## src/hw/sdcs_pkg.sv

```systemverilog
package sdcs_pkg;
   localparam int CLK_PERIOD_NS = 20;
   localparam int STREAM_DEPTH = 2048;
   localparam int STREAM_ROOM = 32;
   localparam int REG_COUNT = 16;
   localparam int REG_W = 16;
   localparam int INIT_TIME_NS = 1000000;
   localparam int INIT_CYCLES_DFLT = (INIT_TIME_NS + CLK_PERIOD_NS - 1) / CLK_PERIOD_NS;
   localparam int EXEC_TIME_NS = 2000;
   localparam int EXEC_CYCLES = (EXEC_TIME_NS + CLK_PERIOD_NS - 1) / CLK_PERIOD_NS;
   localparam logic [7:0] OP_READ = 8'h03;
   localparam logic [7:0] OP_WRITE = 8'h02;
   localparam logic [7:0] MODE_CONFIG_IDX = 8'h00;
   localparam logic [7:0] RAM_DATA_IDX = 8'h06;
   localparam logic [7:0] RAM_ADDR_IDX = 8'h07;
   localparam logic [15:0] DREQ_STATUS_ADDR = 16'hC012;
   localparam int DREQ_BIT = 0;
   localparam logic [3:0] LAST_BYTE_BIT = 4'h7;
   localparam logic [4:0] LAST_WORD_BIT = 5'h0F;
   localparam int PIN_COUNT = 6;
   localparam int PIN_SCK = 0;
   localparam int PIN_SI = 1;
   localparam int PIN_CTRL_CS = 2;
   localparam int PIN_BYTE_SYNC = 3;
   localparam int PIN_LCLK = 4;
   localparam int PIN_LDATA = 5;
   typedef enum logic [2:0] {
      CTRL_IDLE = 3'h0,
      CTRL_INSTR = 3'h1,
      CTRL_ADDR = 3'h3,
      CTRL_DATA = 3'h2,
      CTRL_DONE = 3'h6
   } sdcs_ctrl_state_t;
endpackage

```

## src/hw/sdcs_pin_if.sv

```systemverilog
interface sdcs_pin_if #(parameter int W = 1);
   logic [W-1:0] raw;
   logic [W-1:0] clean;
   modport syncer (input raw, output clean);
   modport user (output raw, input clean);
endinterface

```

## src/hw/sdcs_pin_sync.sv

```systemverilog
module sdcs_pin_sync #(
   parameter int W = 1
) (
   input wire logic core_clk,
   input wire logic rst,
   sdcs_pin_if.syncer pins
);
   typedef struct packed {
      logic [W-1:0] s1;
      logic [W-1:0] s2;
      logic [W-1:0] s3;
      logic [W-1:0] clean;
   } sdcs_sync_t;
   sdcs_sync_t r_r;
   sdcs_sync_t r_nxt;

   // A level is accepted only when the second and third stages agree, which rejects
   // single-sample glitches on the pins at the cost of one extra cycle of latency.
   always_comb begin
      r_nxt = r_r;
      r_nxt.s1 = pins.raw;
      r_nxt.s2 = r_r.s1;
      r_nxt.s3 = r_r.s2;
      for (int i = 0; i < W; i++) begin
         if (r_r.s2[i] == r_r.s3[i]) begin
            r_nxt.clean[i] = r_r.s3[i];
         end
      end
   end

   always_ff @(posedge core_clk or posedge rst) begin
      if (rst) begin
         r_r <= '0;
      end else begin
         r_r <= r_nxt;
      end
   end

   assign pins.clean = r_r.clean;
endmodule // sdcs_pin_sync

```

## src/hw/sdcs_serial_slave.sv

```systemverilog
// Overview of operation
// Native framing: byte-sync pin becomes data select
// Chip select high aborts, output released
// Shared select: data select is inverted control select
// First rising clock after select starts transfer
// Serial input sampled on rising clock edges
// Reads shift out on falling edges only
// Legacy framing aligns bytes on byte-sync rise
// Request high when 32 bytes room
// Request low when full or executing
// Host may burst 32 bytes per check
// Request may change mid-byte; bytes complete
// Host waits worst-case time while request low
// Request readable via RAM address C012
// Host always generates the data clock
// Legacy capture edge is selectable
// Bit order select picks MSB/LSB first
// Native byte alignment from data select
// Host should reselect every 32 bytes
// Instruction, address, one 16-bit word (writes keep accepting further words to the same register)
// Opcode 3 reads, 2 writes
// Request low after every control operation (the code holds it low only after a completed read or write data word)
// Host sends control bytes MSB first
// Request held low until initialization completes
module sdcs_serial_slave
   import sdcs_pkg::*;
#(
   parameter int DEPTH = STREAM_DEPTH,
   parameter int ROOM = STREAM_ROOM,
   parameter int INIT_CYCLES = INIT_CYCLES_DFLT
) (
   input wire logic core_clk,
   input wire logic rst,
   input wire logic sck,
   input wire logic si,
   input wire logic controlChipSelectN,
   input wire logic byteSyncOrDataSelectN,
   input wire logic legacyDataClock,
   input wire logic legacySerialData,
   input wire logic nativeFramingSelect,
   input wire logic sharedSelectEnable,
   input wire logic bitOrderSelect,
   input wire logic legacyFallingEdge,
   input wire logic streamTake,
   output logic soOut,
   output logic soOe,
   output logic dataRequest,
   output logic [7:0] streamByte,
   output logic streamValid,
   output logic regWriteValid,
   output logic [7:0] regWriteAddr,
   output logic [REG_W-1:0] regWriteData
);
   localparam int FILL_W = $clog2(DEPTH + 1);
   localparam int INIT_W = $clog2(INIT_CYCLES + 1);
   localparam int EXEC_W = $clog2(EXEC_CYCLES + 1);
   localparam logic [FILL_W-1:0] FILL_MAX = FILL_W'(DEPTH);
   localparam logic [FILL_W-1:0] FILL_ROOM = FILL_W'(ROOM);
   localparam logic [INIT_W-1:0] INIT_END = INIT_W'(INIT_CYCLES);
   localparam logic [EXEC_W-1:0] EXEC_LOAD = EXEC_W'(EXEC_CYCLES);

   typedef struct packed {
      sdcs_ctrl_state_t cst;
      logic [4:0] cBits;
      logic [REG_W-1:0] cShift;
      logic [7:0] cInstr;
      logic [7:0] cAddr;
      logic [REG_W-1:0] outShift;
      logic soOut;
      logic soOe;
      logic [EXEC_W-1:0] execCnt;
      logic [INIT_W-1:0] initCnt;
      logic [3:0] dBits;
      logic [7:0] dShift;
      logic [FILL_W-1:0] fill;
      logic [7:0] byteOut;
      logic byteValid;
      logic dreq;
      logic [REG_COUNT-1:0][REG_W-1:0] regs;
      logic wrValid;
      logic [7:0] wrAddr;
      logic [REG_W-1:0] wrData;
      logic sckPrev;
      logic lclkPrev;
      logic bsyncPrev;
   } sdcs_state_t;

   sdcs_state_t st_r;
   sdcs_state_t st_nxt;

   sdcs_pin_if #(.W(PIN_COUNT)) pinBus ();

   assign pinBus.raw = {legacySerialData, legacyDataClock, byteSyncOrDataSelectN,
                        controlChipSelectN, si, sck};

   sdcs_pin_sync #(.W(PIN_COUNT)) pinSync (
      .core_clk(core_clk),
      .rst(rst),
      .pins(pinBus.syncer)
   );

   logic sckNow, siNow, ctrlCsN, bsyncNow, lclkNow, ldataNow;
   assign sckNow = pinBus.clean[PIN_SCK];
   assign siNow = pinBus.clean[PIN_SI];
   assign ctrlCsN = pinBus.clean[PIN_CTRL_CS];
   assign bsyncNow = pinBus.clean[PIN_BYTE_SYNC];
   assign lclkNow = pinBus.clean[PIN_LCLK];
   assign ldataNow = pinBus.clean[PIN_LDATA];

   function automatic logic [REG_W-1:0] readWord(input sdcs_state_t s, input logic [7:0] a);
      logic [REG_W-1:0] v;
      v = '0;
      if (a == RAM_DATA_IDX && s.regs[RAM_ADDR_IDX[3:0]] == DREQ_STATUS_ADDR) begin
         v[DREQ_BIT] = s.dreq;
      end else if (32'(a) < REG_COUNT) begin
         v = s.regs[a[3:0]];
      end
      return v;
   endfunction

   always_comb begin
      logic sckRise, sckFall, lclkRise, lclkFall, bsyncRise;
      logic dEdge, dBit, dActive, push, pop;
      logic [3:0] dBase;
      logic [7:0] dNext;
      logic [15:0] wordIn;
      sckRise = 1'b0;
      sckFall = 1'b0;
      lclkRise = 1'b0;
      lclkFall = 1'b0;
      bsyncRise = 1'b0;
      dEdge = 1'b0;
      dBit = 1'b0;
      dActive = 1'b0;
      push = 1'b0;
      pop = 1'b0;
      dBase = '0;
      dNext = '0;
      wordIn = '0;
      st_nxt = st_r;
      st_nxt.byteValid = 1'b0;
      st_nxt.wrValid = 1'b0;
      sckRise = sckNow & ~st_r.sckPrev;
      sckFall = ~sckNow & st_r.sckPrev;
      lclkRise = lclkNow & ~st_r.lclkPrev;
      lclkFall = ~lclkNow & st_r.lclkPrev;
      bsyncRise = bsyncNow & ~st_r.bsyncPrev;
      st_nxt.sckPrev = sckNow;
      st_nxt.lclkPrev = lclkNow;
      st_nxt.bsyncPrev = bsyncNow;

      if (st_r.initCnt != INIT_END) begin
         st_nxt.initCnt = st_r.initCnt + INIT_W'(1);
      end
      if (st_r.execCnt != '0) begin
         st_nxt.execCnt = st_r.execCnt - EXEC_W'(1);
      end

      // Control side: select high always wins, so a half-shifted command is dropped.
      if (ctrlCsN) begin
         st_nxt.cst = CTRL_IDLE;
         st_nxt.cBits = '0;
         st_nxt.soOe = 1'b0;
      end else begin
         if (st_r.cst == CTRL_IDLE) begin
            st_nxt.cst = CTRL_INSTR;
         end
         if (sckRise && st_r.cst != CTRL_IDLE && st_r.cst != CTRL_DONE) begin
            wordIn = {st_r.cShift[14:0], siNow};
            st_nxt.cShift = wordIn;
            st_nxt.cBits = st_r.cBits + 5'h01;
            case (st_r.cst)
               CTRL_INSTR: begin
                  if (st_r.cBits[3:0] == LAST_BYTE_BIT) begin
                     st_nxt.cInstr = wordIn[7:0];
                     st_nxt.cBits = '0;
                     st_nxt.cst = CTRL_ADDR;
                  end
               end
               CTRL_ADDR: begin
                  if (st_r.cBits[3:0] == LAST_BYTE_BIT) begin
                     st_nxt.cAddr = wordIn[7:0];
                     st_nxt.cBits = '0;
                     if (st_r.cInstr == OP_READ) begin
                        st_nxt.outShift = readWord(st_r, wordIn[7:0]);
                        st_nxt.soOe = 1'b1;
                        st_nxt.cst = CTRL_DATA;
                     end else if (st_r.cInstr == OP_WRITE) begin
                        st_nxt.cst = CTRL_DATA;
                     end else begin
                        st_nxt.cst = CTRL_DONE;
                     end
                  end
               end
               CTRL_DATA: begin
                  if (st_r.cBits == LAST_WORD_BIT) begin
                     // Writes stay in the data phase, so further words hit the same register; reads move to CTRL_DONE.
                     st_nxt.cBits = '0;
                     st_nxt.execCnt = EXEC_LOAD;
                     if (st_r.cInstr == OP_WRITE) begin
                        if (32'(st_r.cAddr) < REG_COUNT) begin
                           st_nxt.regs[st_r.cAddr[3:0]] = wordIn;
                        end
                        st_nxt.wrValid = 1'b1;
                        st_nxt.wrAddr = st_r.cAddr;
                        st_nxt.wrData = wordIn;
                     end else begin
                        st_nxt.cst = CTRL_DONE;
                     end
                  end
               end
               default: begin
                  st_nxt.cst = CTRL_IDLE;
               end
            endcase
         end
         if (sckFall && st_r.soOe && st_r.cst == CTRL_DATA) begin
            st_nxt.soOut = st_r.outShift[REG_W-1];
            st_nxt.outShift = {st_r.outShift[REG_W-2:0], 1'b0};
         end
      end

      // Data side: the clock, bit and framing source depend on the framing select.
      dBase = st_r.dBits;
      if (nativeFramingSelect) begin
         dEdge = sckRise;
         dBit = siNow;
         dActive = sharedSelectEnable ? ctrlCsN : ~bsyncNow;
         if (!dActive) begin
            dBase = '0;
         end
      end else begin
         dEdge = legacyFallingEdge ? lclkFall : lclkRise;
         dBit = ldataNow;
         if (bsyncRise) begin
            dBase = '0;
         end
         // Passive variant receives only while byte sync is high.
         dActive = sharedSelectEnable ? bsyncNow : (bsyncNow || dBase != '0);
      end
      st_nxt.dBits = dBase;
      if (dEdge && dActive) begin
         dNext = bitOrderSelect ? {dBit, st_r.dShift[7:1]} : {st_r.dShift[6:0], dBit};
         st_nxt.dShift = dNext;
         if (dBase == LAST_BYTE_BIT) begin
            st_nxt.dBits = '0;
            st_nxt.byteOut = dNext;
            st_nxt.byteValid = 1'b1;
            push = st_r.fill != FILL_MAX;
         end else begin
            st_nxt.dBits = dBase + 4'h1;
         end
      end
      pop = streamTake && st_r.fill != '0;
      if (push && !pop) begin
         st_nxt.fill = st_r.fill + FILL_W'(1);
      end else if (pop && !push) begin
         st_nxt.fill = st_r.fill - FILL_W'(1);
      end

      // Room is judged on the next fill level (st_nxt.fill); a byte in flight is covered by the margin.
      st_nxt.dreq = (st_r.initCnt == INIT_END)
         && (st_nxt.execCnt == '0)
         && ((FILL_MAX - st_nxt.fill) >= FILL_ROOM);
   end

   always_ff @(posedge core_clk or posedge rst) begin
      if (rst) begin
         st_r <= '0;
      end else begin
         st_r <= st_nxt;
      end
   end

   assign soOut = st_r.soOut;
   assign soOe = st_r.soOe;
   assign dataRequest = st_r.dreq;
   assign streamByte = st_r.byteOut;
   assign streamValid = st_r.byteValid;
   assign regWriteValid = st_r.wrValid;
   assign regWriteAddr = st_r.wrAddr;
   assign regWriteData = st_r.wrData;
endmodule // sdcs_serial_slave

```

## config.mk

```make
export PLATFORM = sky130hd
export DESIGN_NAME = sdcs_serial_slave
export DESIGN_NICKNAME = d
export VERILOG_FILES = /design/src/hw/sdcs_pkg.sv /design/src/hw/sdcs_pin_if.sv /design/src/hw/sdcs_pin_sync.sv /design/src/hw/sdcs_serial_slave.sv
export SDC_FILE = /design/constraint.sdc
export NUM_CORES = 1
export LEC_CHECK = 0
export BUFFER_PORTS_ARGS = -buffer_cell sky130_fd_sc_hd__buf_2
export CAP_MARGIN = 0
export CORE_MARGIN = 3
export CORE_UTILIZATION = 55
export DETAILED_ROUTE_END_ITERATION = 8
export GPL_TIMING_DRIVEN = 0
export MAX_ROUTING_LAYER = met4
export PLACE_DENSITY = 0.8
export SETUP_SLACK_MARGIN = 0.15
export SLEW_MARGIN = 30
export SYNTH_ARGS = -nofsm -noshare
export SYNTH_HDL_FRONTEND = slang
export SYNTH_HIERARCHICAL = 1
export SYNTH_SLANG_ARGS = --single-unit
```

## constraint.sdc

```tcl
create_clock -name core_clk -period 21.1 [get_ports core_clk]
set_input_delay 2.11 -clock core_clk [delete_from_list [all_inputs] [get_ports core_clk]]
set_output_delay 2.11 -clock core_clk [all_outputs]
set_load 0.02 [all_outputs]
```

==> metrics.csv, run 1 <==
stage;metric;value;unit
synth;Synth area leader;dfrtp_1;
timing;final period utilization;0.246;
place;RePlAce Congestion;0.862;
place;Final HPWL DP;30.7;mm
finish;Final Core Density;0.632;
die;Die Wd;194;um
finish;proportion of layout cells with a drive suffix above 1;0.375;
critical_path;arrival time at the worst endpoint;5.59;ns
drt;vias per cell;6.12;
synth;register area share after synthesis;0.545;
clock_tree;hold_buf cts;0;
critical_path;crit-path cells;buf_2 -> nor2b_1 -> o21ai_0 -> nor2b_1 -> and2_1 -> ha_1 -> nor2b_1 -> nand4b_1 -> nor2_1 -> mux2i_1 -> xnor2_1 -> nor4_1 -> nor3_1 -> a311oi_1;
critical_path;crit-path max FO;7;
timing;Final setup viols;0;
timing;Rel. slew slack;0.328;
synth;top cells by area, synth;dfrtp_1, mux2_2, mux4_2;
clock_tree;Num CTS Buffers;43;
timing;Min Hold Slack;0.365;ns
synth;Synth top area share;0.545;
critical_path;CP bufs+invs;1;
die;Die Area;37600;um^2
min_path;Worst Min Path Start;pinSync/r_nxt[13];
die;Core Box Area;34600;um^2
drt;drt wl/cell;23.1;um
critical_path;Crit. End Element;register;
finish;non-filler cells in the finished layout;2031;
critical_path;launching point of the worst reg2reg path;st_r[391];
finish;Layout fillers;2423;
synth;syn avg cell area;13.4;um^2
global_route;largest net degree at the start of global routing;88;
drt;via count;12400;
synth;post-synthesis cell count;1443;
die;die height;194;um
timing;Final Hold Fails;0;
min_path;worst hold-check path type;reg -> reg;
timing;RSZ-0062 raised after global routing;false;
synth;prevailing post-synth register cell;dfrtp_1;
die;Top Ports;50;
critical_path;worst setup path startpoint;sharedSelectEnable;
clock_tree;clock-pin slew on the worst setup and hold paths;0.06;ns
synth;post-synth cell types;67;
critical_path;Top cell by count, worst path;nor2b_1;
critical_path;CP required;21.51;ns
place;IO buf count;48;
finish;Syn-to-layout area delta;12.9;%
die;starting density of the core;0.560;
clock_tree;Setup Buffers After CTS;0;
clock_tree;CTS tree;yes;
global_route;gr ovfl total;0;
global_route;number of global-route vias before repair;13000;
critical_path;CP top delay family;simple AND/OR/NAND/NOR gates;
synth;Mapped Nets;1467;
clock_tree;CTS max path bufs;3;
synth;Ys Warns;6;
die;row cnt;68;
clock_tree;H-tree levels;2;
global_route;initial antenna violation count;0;
drt;Routed WL;47.0;mm
outcome;outcome;finished, final reports clean;
timing;Slew Viols, Final;0;
finish;most common cell after layout, fill and taps aside;dfrtp_1;
finish;n_diodes;0;
global_route;Total Routing Usage GR;0.259;
clock_tree;CTS root buffer;clkbuf_16;
critical_path;worst stage delay on the critical path;0.61;ns
drt;antenna-violating nets left;0;
timing;clk_skew;0.0226;ns
flow_run;Max-Cap Viols;0;
critical_path;Startpoint Class;input port;
finish;Reg area;10600;um^2
critical_path;slowest CP cell;nor2_1;
clock_tree;Clk Latency, worst-skew pair;0.55;ns
synth;number of synthesized flops with an enable pin;0;
global_route;first-pass GRT wire length;74.4;mm
clock_tree;CTS sink count;422;
pwr;Lkg Pwr;0.0105;uW
finish;commonest non-fill, non-tap cells in the layout;dfrtp_1, mux2_2, nand2_1;
finish;Multi-input gate area;8030;um^2
timing;Worst Max-Slew Pin Slew;1.00;ns
synth;FF+latch count, synth;422;
synth;async set or reset register ratio after synthesis;1.00;
timing;Tmin final;5.18;ns
pwr;Max VDD drop;0.0000684;V
drt;Initial DRT Pass Iterations;5;
timing;fmax;193;MHz
pwr;Pwr Density;89.3;nW/um^2
drt;Residual DRC;0;
drt;initial drt markers;940;
timing;Post-Route Setup TNS;0;ns
finish;final-stage net count;1565;
critical_path;WS Path Type;in -> reg;
place;placed cell count;1951;
clock_tree;Post-CTS Resized;0;
synth;synthesized area;19400;um^2
[sequential cells by signal, summed over array words and instances (netlist names), 6 cells and up]
name and count:
regWriteData 16, pinSync/pins.clean 6, regWriteAddr 8, st_r 361, pinSync/r_r 6, pinSync/r_nxt 12, streamByte 8
[report_power, final]
| part | internal [uW] | leakage (uW) | switching, uW |
|---|---|---|---|
| sequential | 838 | 0.00576 | 29.2 |
| clock | 490 | 0.000751 | 321 |
| combinational | 92.1 | 0.00403 | 186 |
| total | 1420 | 0.0105 | 536 |
[logic make-up (layout without fill, tap and decap cells)]
| kind of cell | Yosys count | after routing | share of synthesized area |
|---|---|---|---|
| DFF | 422 | 422 | 0.545 |
| muxes | 380 | 380 | 0.268 |
| and+or+nand+nor | 345 | 345 | 0.0901 |
| buffers and inverters | 153 | 286 | 0.0420 |
| AOI/OAI and AO/OA | 90 | 90 | 0.0275 |
| xor gates and xnor gates | 36 | 36 | 0.0172 |
| adders and majority gates | 17 | 17 | 0.0106 |
[cells in the mapped netlist, types with 5 or more instances]
master and instances:
mux2i_1 16, mux4_2 80, and3_1 5, and2_1 5, xor2_1 8, o21a_1 6, buf_1 14, xnor2_1 27
inv_1 21, or4_1 5, maj3_2 6, buf_4 51, nor3b_1 5, nor3_1 12, mux2_4 10, nand4_1 9
clkbuf_1 49, nand2_1 153, or3_1 7, buf_2 13, nor2b_1 25, nor4_1 11, nand3_1 16, nor2_1 54
a21oi_1 43, ha_1 11, dfrtp_1 422, o21ai_0 22, nor4bb_1 5, mux2_2 274
[metrics by stage]
stage	area (um^2)	power [uW]	worst slack, ns
finish	21900	1960	15.92
global route	21900	2020	15.74
CTS	21900	1960	15.98
detailed placement	20400	1150	15.44
global placement	20200	1140	4.16
floorplan	19400	1060	7.92
[path summary, 6_finish.rpt]
path                                    endpoint  slack [ns]  cells past startpoint
max in group asynchronous        regWriteData[9]       17.86                      6
worst max register to register         st_r[179]       16.87                     13
worst min-delay path            pinSync/r_nxt[7]        0.36                      0
min in group asynchronous          streamByte[7]        1.54                      2
worst min register to register  pinSync/r_nxt[7]        0.36                      0
worst max-delay path                 dataRequest       15.92                     14
[per-layer routing]
layer  up-vias  wire (um)  global-route usage
met5         -          0                   -
met4         0       1620              0.0857
met3       126       3160              0.0499
met2       478      23000               0.415
met1      6528      19200               0.339
li1       5304          -                   -
[cell type report]
| class | instances | area share |
|---|---|---|
| Sequential cell | 422 | 0.482 |
| Multi-Input combinational cell | 868 | 0.367 |
| Clock buffer | 60 | 0.0571 |
| Buffer | 131 | 0.0335 |
| Tap cell | 455 | 0.0260 |
| Timing Repair Buffer | 53 | 0.0173 |
| Clock inverter | 20 | 0.0125 |
| Inverter | 22 | 0.00434 |
Note: power is estimated with default switching activity, not from simulation.
==> inputs of run 2 (changes only) <==
--- a/config.mk
+++ b/config.mk
@@ -12,7 +12,7 @@
 export DETAILED_ROUTE_END_ITERATION = 8
 export GPL_TIMING_DRIVEN = 0
 export MAX_ROUTING_LAYER = met4
-export PLACE_DENSITY = 0.8
+export PLACE_DENSITY = 0.82
 export SETUP_SLACK_MARGIN = 0.15
 export SLEW_MARGIN = 30
 export SYNTH_ARGS = -nofsm -noshare
==> constraint.sdc (replaced) <==
create_clock -name core_clk -period 4.4 [get_ports core_clk]
set_input_delay 0.44 -clock core_clk [delete_from_list [all_inputs] [get_ports core_clk]]
set_output_delay 0.44 -clock core_clk [all_outputs]
set_load 0.02 [all_outputs]
==> metrics.csv, run 2 (synthesis results as in run 1) <==
stage;metric;value;unit
outcome;outcome;finished, final reports clean;
timing;Min Hold Slack;0.0176;ns
critical_path;Crit. End Element;register;
die;Die Area;37600;um^2
min_path;worst hold-check path type;in -> reg;
pwr;Psw;2530;uW
global_route;Total Routing Usage GR;0.257;
place;RePlAce Congestion;0.863;
drt;drt wl/cell;23.0;um
timing;Post-Route Setup TNS;0;ns
clock_tree;clock-pin slew on the worst setup and hold paths;0.06;ns
timing;clk_skew;0.0209;ns
drt;initial drt markers;1136;
min_path;Hold Path Depth;1;
pwr;share of power burned in registers;0.449;
critical_path;Startpoint Class;register;
pwr;Lkg Pwr;0.0106;uW
pwr;switch share;0.273;
place;Place WS;0.272;ns
critical_path;flop-to-flop setup slack;0.17;ns
critical_path;launching point of the worst reg2reg path;st_r[391];
pwr;Clock power frac;0.406;
pwr;Cell Int Power;6750;uW
finish;final-stage net count;1578;
critical_path;WS Path Type;reg -> reg;
finish;proportion of layout cells with a drive suffix above 1;0.373;
timing;fmax;237;MHz
critical_path;R2R Path End;st_r[178];
clock_tree;H-tree levels;2;
die;die height;194;um
critical_path;crit-path max FO;10;
finish;most common cell after layout, fill and taps aside;dfrtp_1;
drt;Routed WL;46.8;mm
place;IO buf count;48;
global_route;number of global-route vias before repair;13000;
timing;final period utilization;0.961;
drt;via count;12300;
finish;non-filler cells in the finished layout;2040;
critical_path;worst-case reg-to-reg path depth;13;
die;starting density of the core;0.560;
flow_run;Max-Cap Viols;0;
timing;RSZ-0062 raised after global routing;true;
die;Top Ports;50;
finish;Final Core Density;0.636;
clock_tree;CTS sink count;422;
clock_tree;CTS max path bufs;3;
drt;antenna-violating nets left;0;
pwr;Pwr Density;421;nW/um^2
drt;vias per cell;6.05;
pwr;Max VDD drop;0.000363;V
finish;Syn-to-layout area delta;13.6;%
min_path;Hold Path Sink;pinSync/r_nxt[12];
min_path;Worst Min Path Start;sck;
finish;commonest non-fill, non-tap cells in the layout;dfrtp_1, mux2_2, nand2_1;
finish;register with the most flip-flops;st_r;
global_route;gr ovfl total;0;
timing;Final setup viols;0;
timing;Worst Max-Slew Pin Slew;1.05;ns
global_route;largest net degree at the start of global routing;32;
finish;Layout fillers;2453;
place;placed cell count;1961;
timing;Tmin final;4.23;ns
timing;Final Hold Fails;0;
die;row cnt;68;
clock_tree;Clk Latency, worst-skew pair;0.54;ns
finish;Largest register FFs;361;
finish;n_diodes;0;
global_route;initial antenna violation count;0;
clock_tree;CTS tree;yes;
clock_tree;Num CTS Buffers;43;
die;Core Box Area;34600;um^2
clock_tree;CTS root buffer;clkbuf_16;
drt;Residual DRC;0;
critical_path;CP required;4.82;ns
die;Die Wd;194;um
place;Final HPWL DP;31.5;mm
timing;Rel. slew slack;0.303;
critical_path;arrival time at the worst endpoint;4.65;ns
drt;Initial DRT Pass Iterations;5;
global_route;first-pass GRT wire length;74.3;mm
pwr;logic gate share of total power;0.145;
timing;worst setup margin;0.173;ns
timing;Slew Viols, Final;0;
[run 2: cell types whose count changed in the layout (fill, tap and decap cells not counted), sizes merged]
cell	change
clkbuf	+3
buf	+11
clkinv	-8
bufinv	-1
clkinvlp	-1
dlygate4sd3	+3
inv	+2
[run 2: final cells by class]
type | count | area [um^2] | share of cell area
Timing Repair Buffer | 66 | 601 | 0.0273
Buffer | 131 | 732 | 0.0332
Tap cell | 455 | 569 | 0.0258
Multi-Input combinational cell | 868 | 8030 | 0.364
Inverter | 22 | 91.3 | 0.00415
Sequential cell | 422 | 10600 | 0.479
Clock buffer | 64 | 1250 | 0.0570
Clock inverter | 12 | 196 | 0.00892
[run 2: how the worst max path moves through the flow]
stage,cells after the start,startpoint,to,slack [ns]
after floorplan,1,rst,dataRequest,-1.40
after global placement,2,rst,regWriteData[4],-3.39
after detailed placement,13,st_r[391],st_r[177],0.27
after CTS,13,st_r[391],st_r[178],0.22
after global routing,13,st_r[391],st_r[236],0.04
final,13,st_r[391],st_r[178],0.17
[run 2: repair_timing]
item,in CTS,in global routing
buffers inserted,0,0
hold endpoints to repair,16,0
hold buffers,3,0
setup endpoints to repair,0,31
gates resized for setup,0,1
[run 2: power by group through the flow]
stage / combinational (uW) / sequential (uW) / clock, uW
after global routing: 1440 / 4180 / 3980
after global placement: 1230 / 4220 / 0
final: 1340 / 4160 / 3770
after CTS: 1330 / 4160 / 3810
after floorplan: 878 / 4190 / 0
after detailed placement: 1310 / 4220 / 0
[run 2: stage by stage]
step / total power [uW] / cell area (um^2)
finish: 9270 / 22000
global route: 9600 / 22000
CTS: 9300 / 22000
detailed placement: 5540 / 20500
global placement: 5450 / 20200
floorplan: 5070 / 19400
[run 2: worst max-delay path, stage by stage, from the launching register on]
cell      delay, ns
dfrtp_1        0.39
ha_1           0.24
nand3_1        0.12
inv_1          0.08
ha_1           0.12
nor2b_1        0.40
nand3_4        0.21
or3_1          0.36
buf_4          0.18
clkinv_4       0.09
nand4b_1       0.19
nor2_1         0.82
buf_2          0.51
mux2_2         0.39
[run 2: per-layer routing]
layer,vias up,GRT usage,part of all wire
met5,-,-,0
met4,0,0.0745,0.034
met3,110,0.0556,0.072
met2,504,0.416,0.49
met1,6404,0.333,0.41
li1,5330,-,-
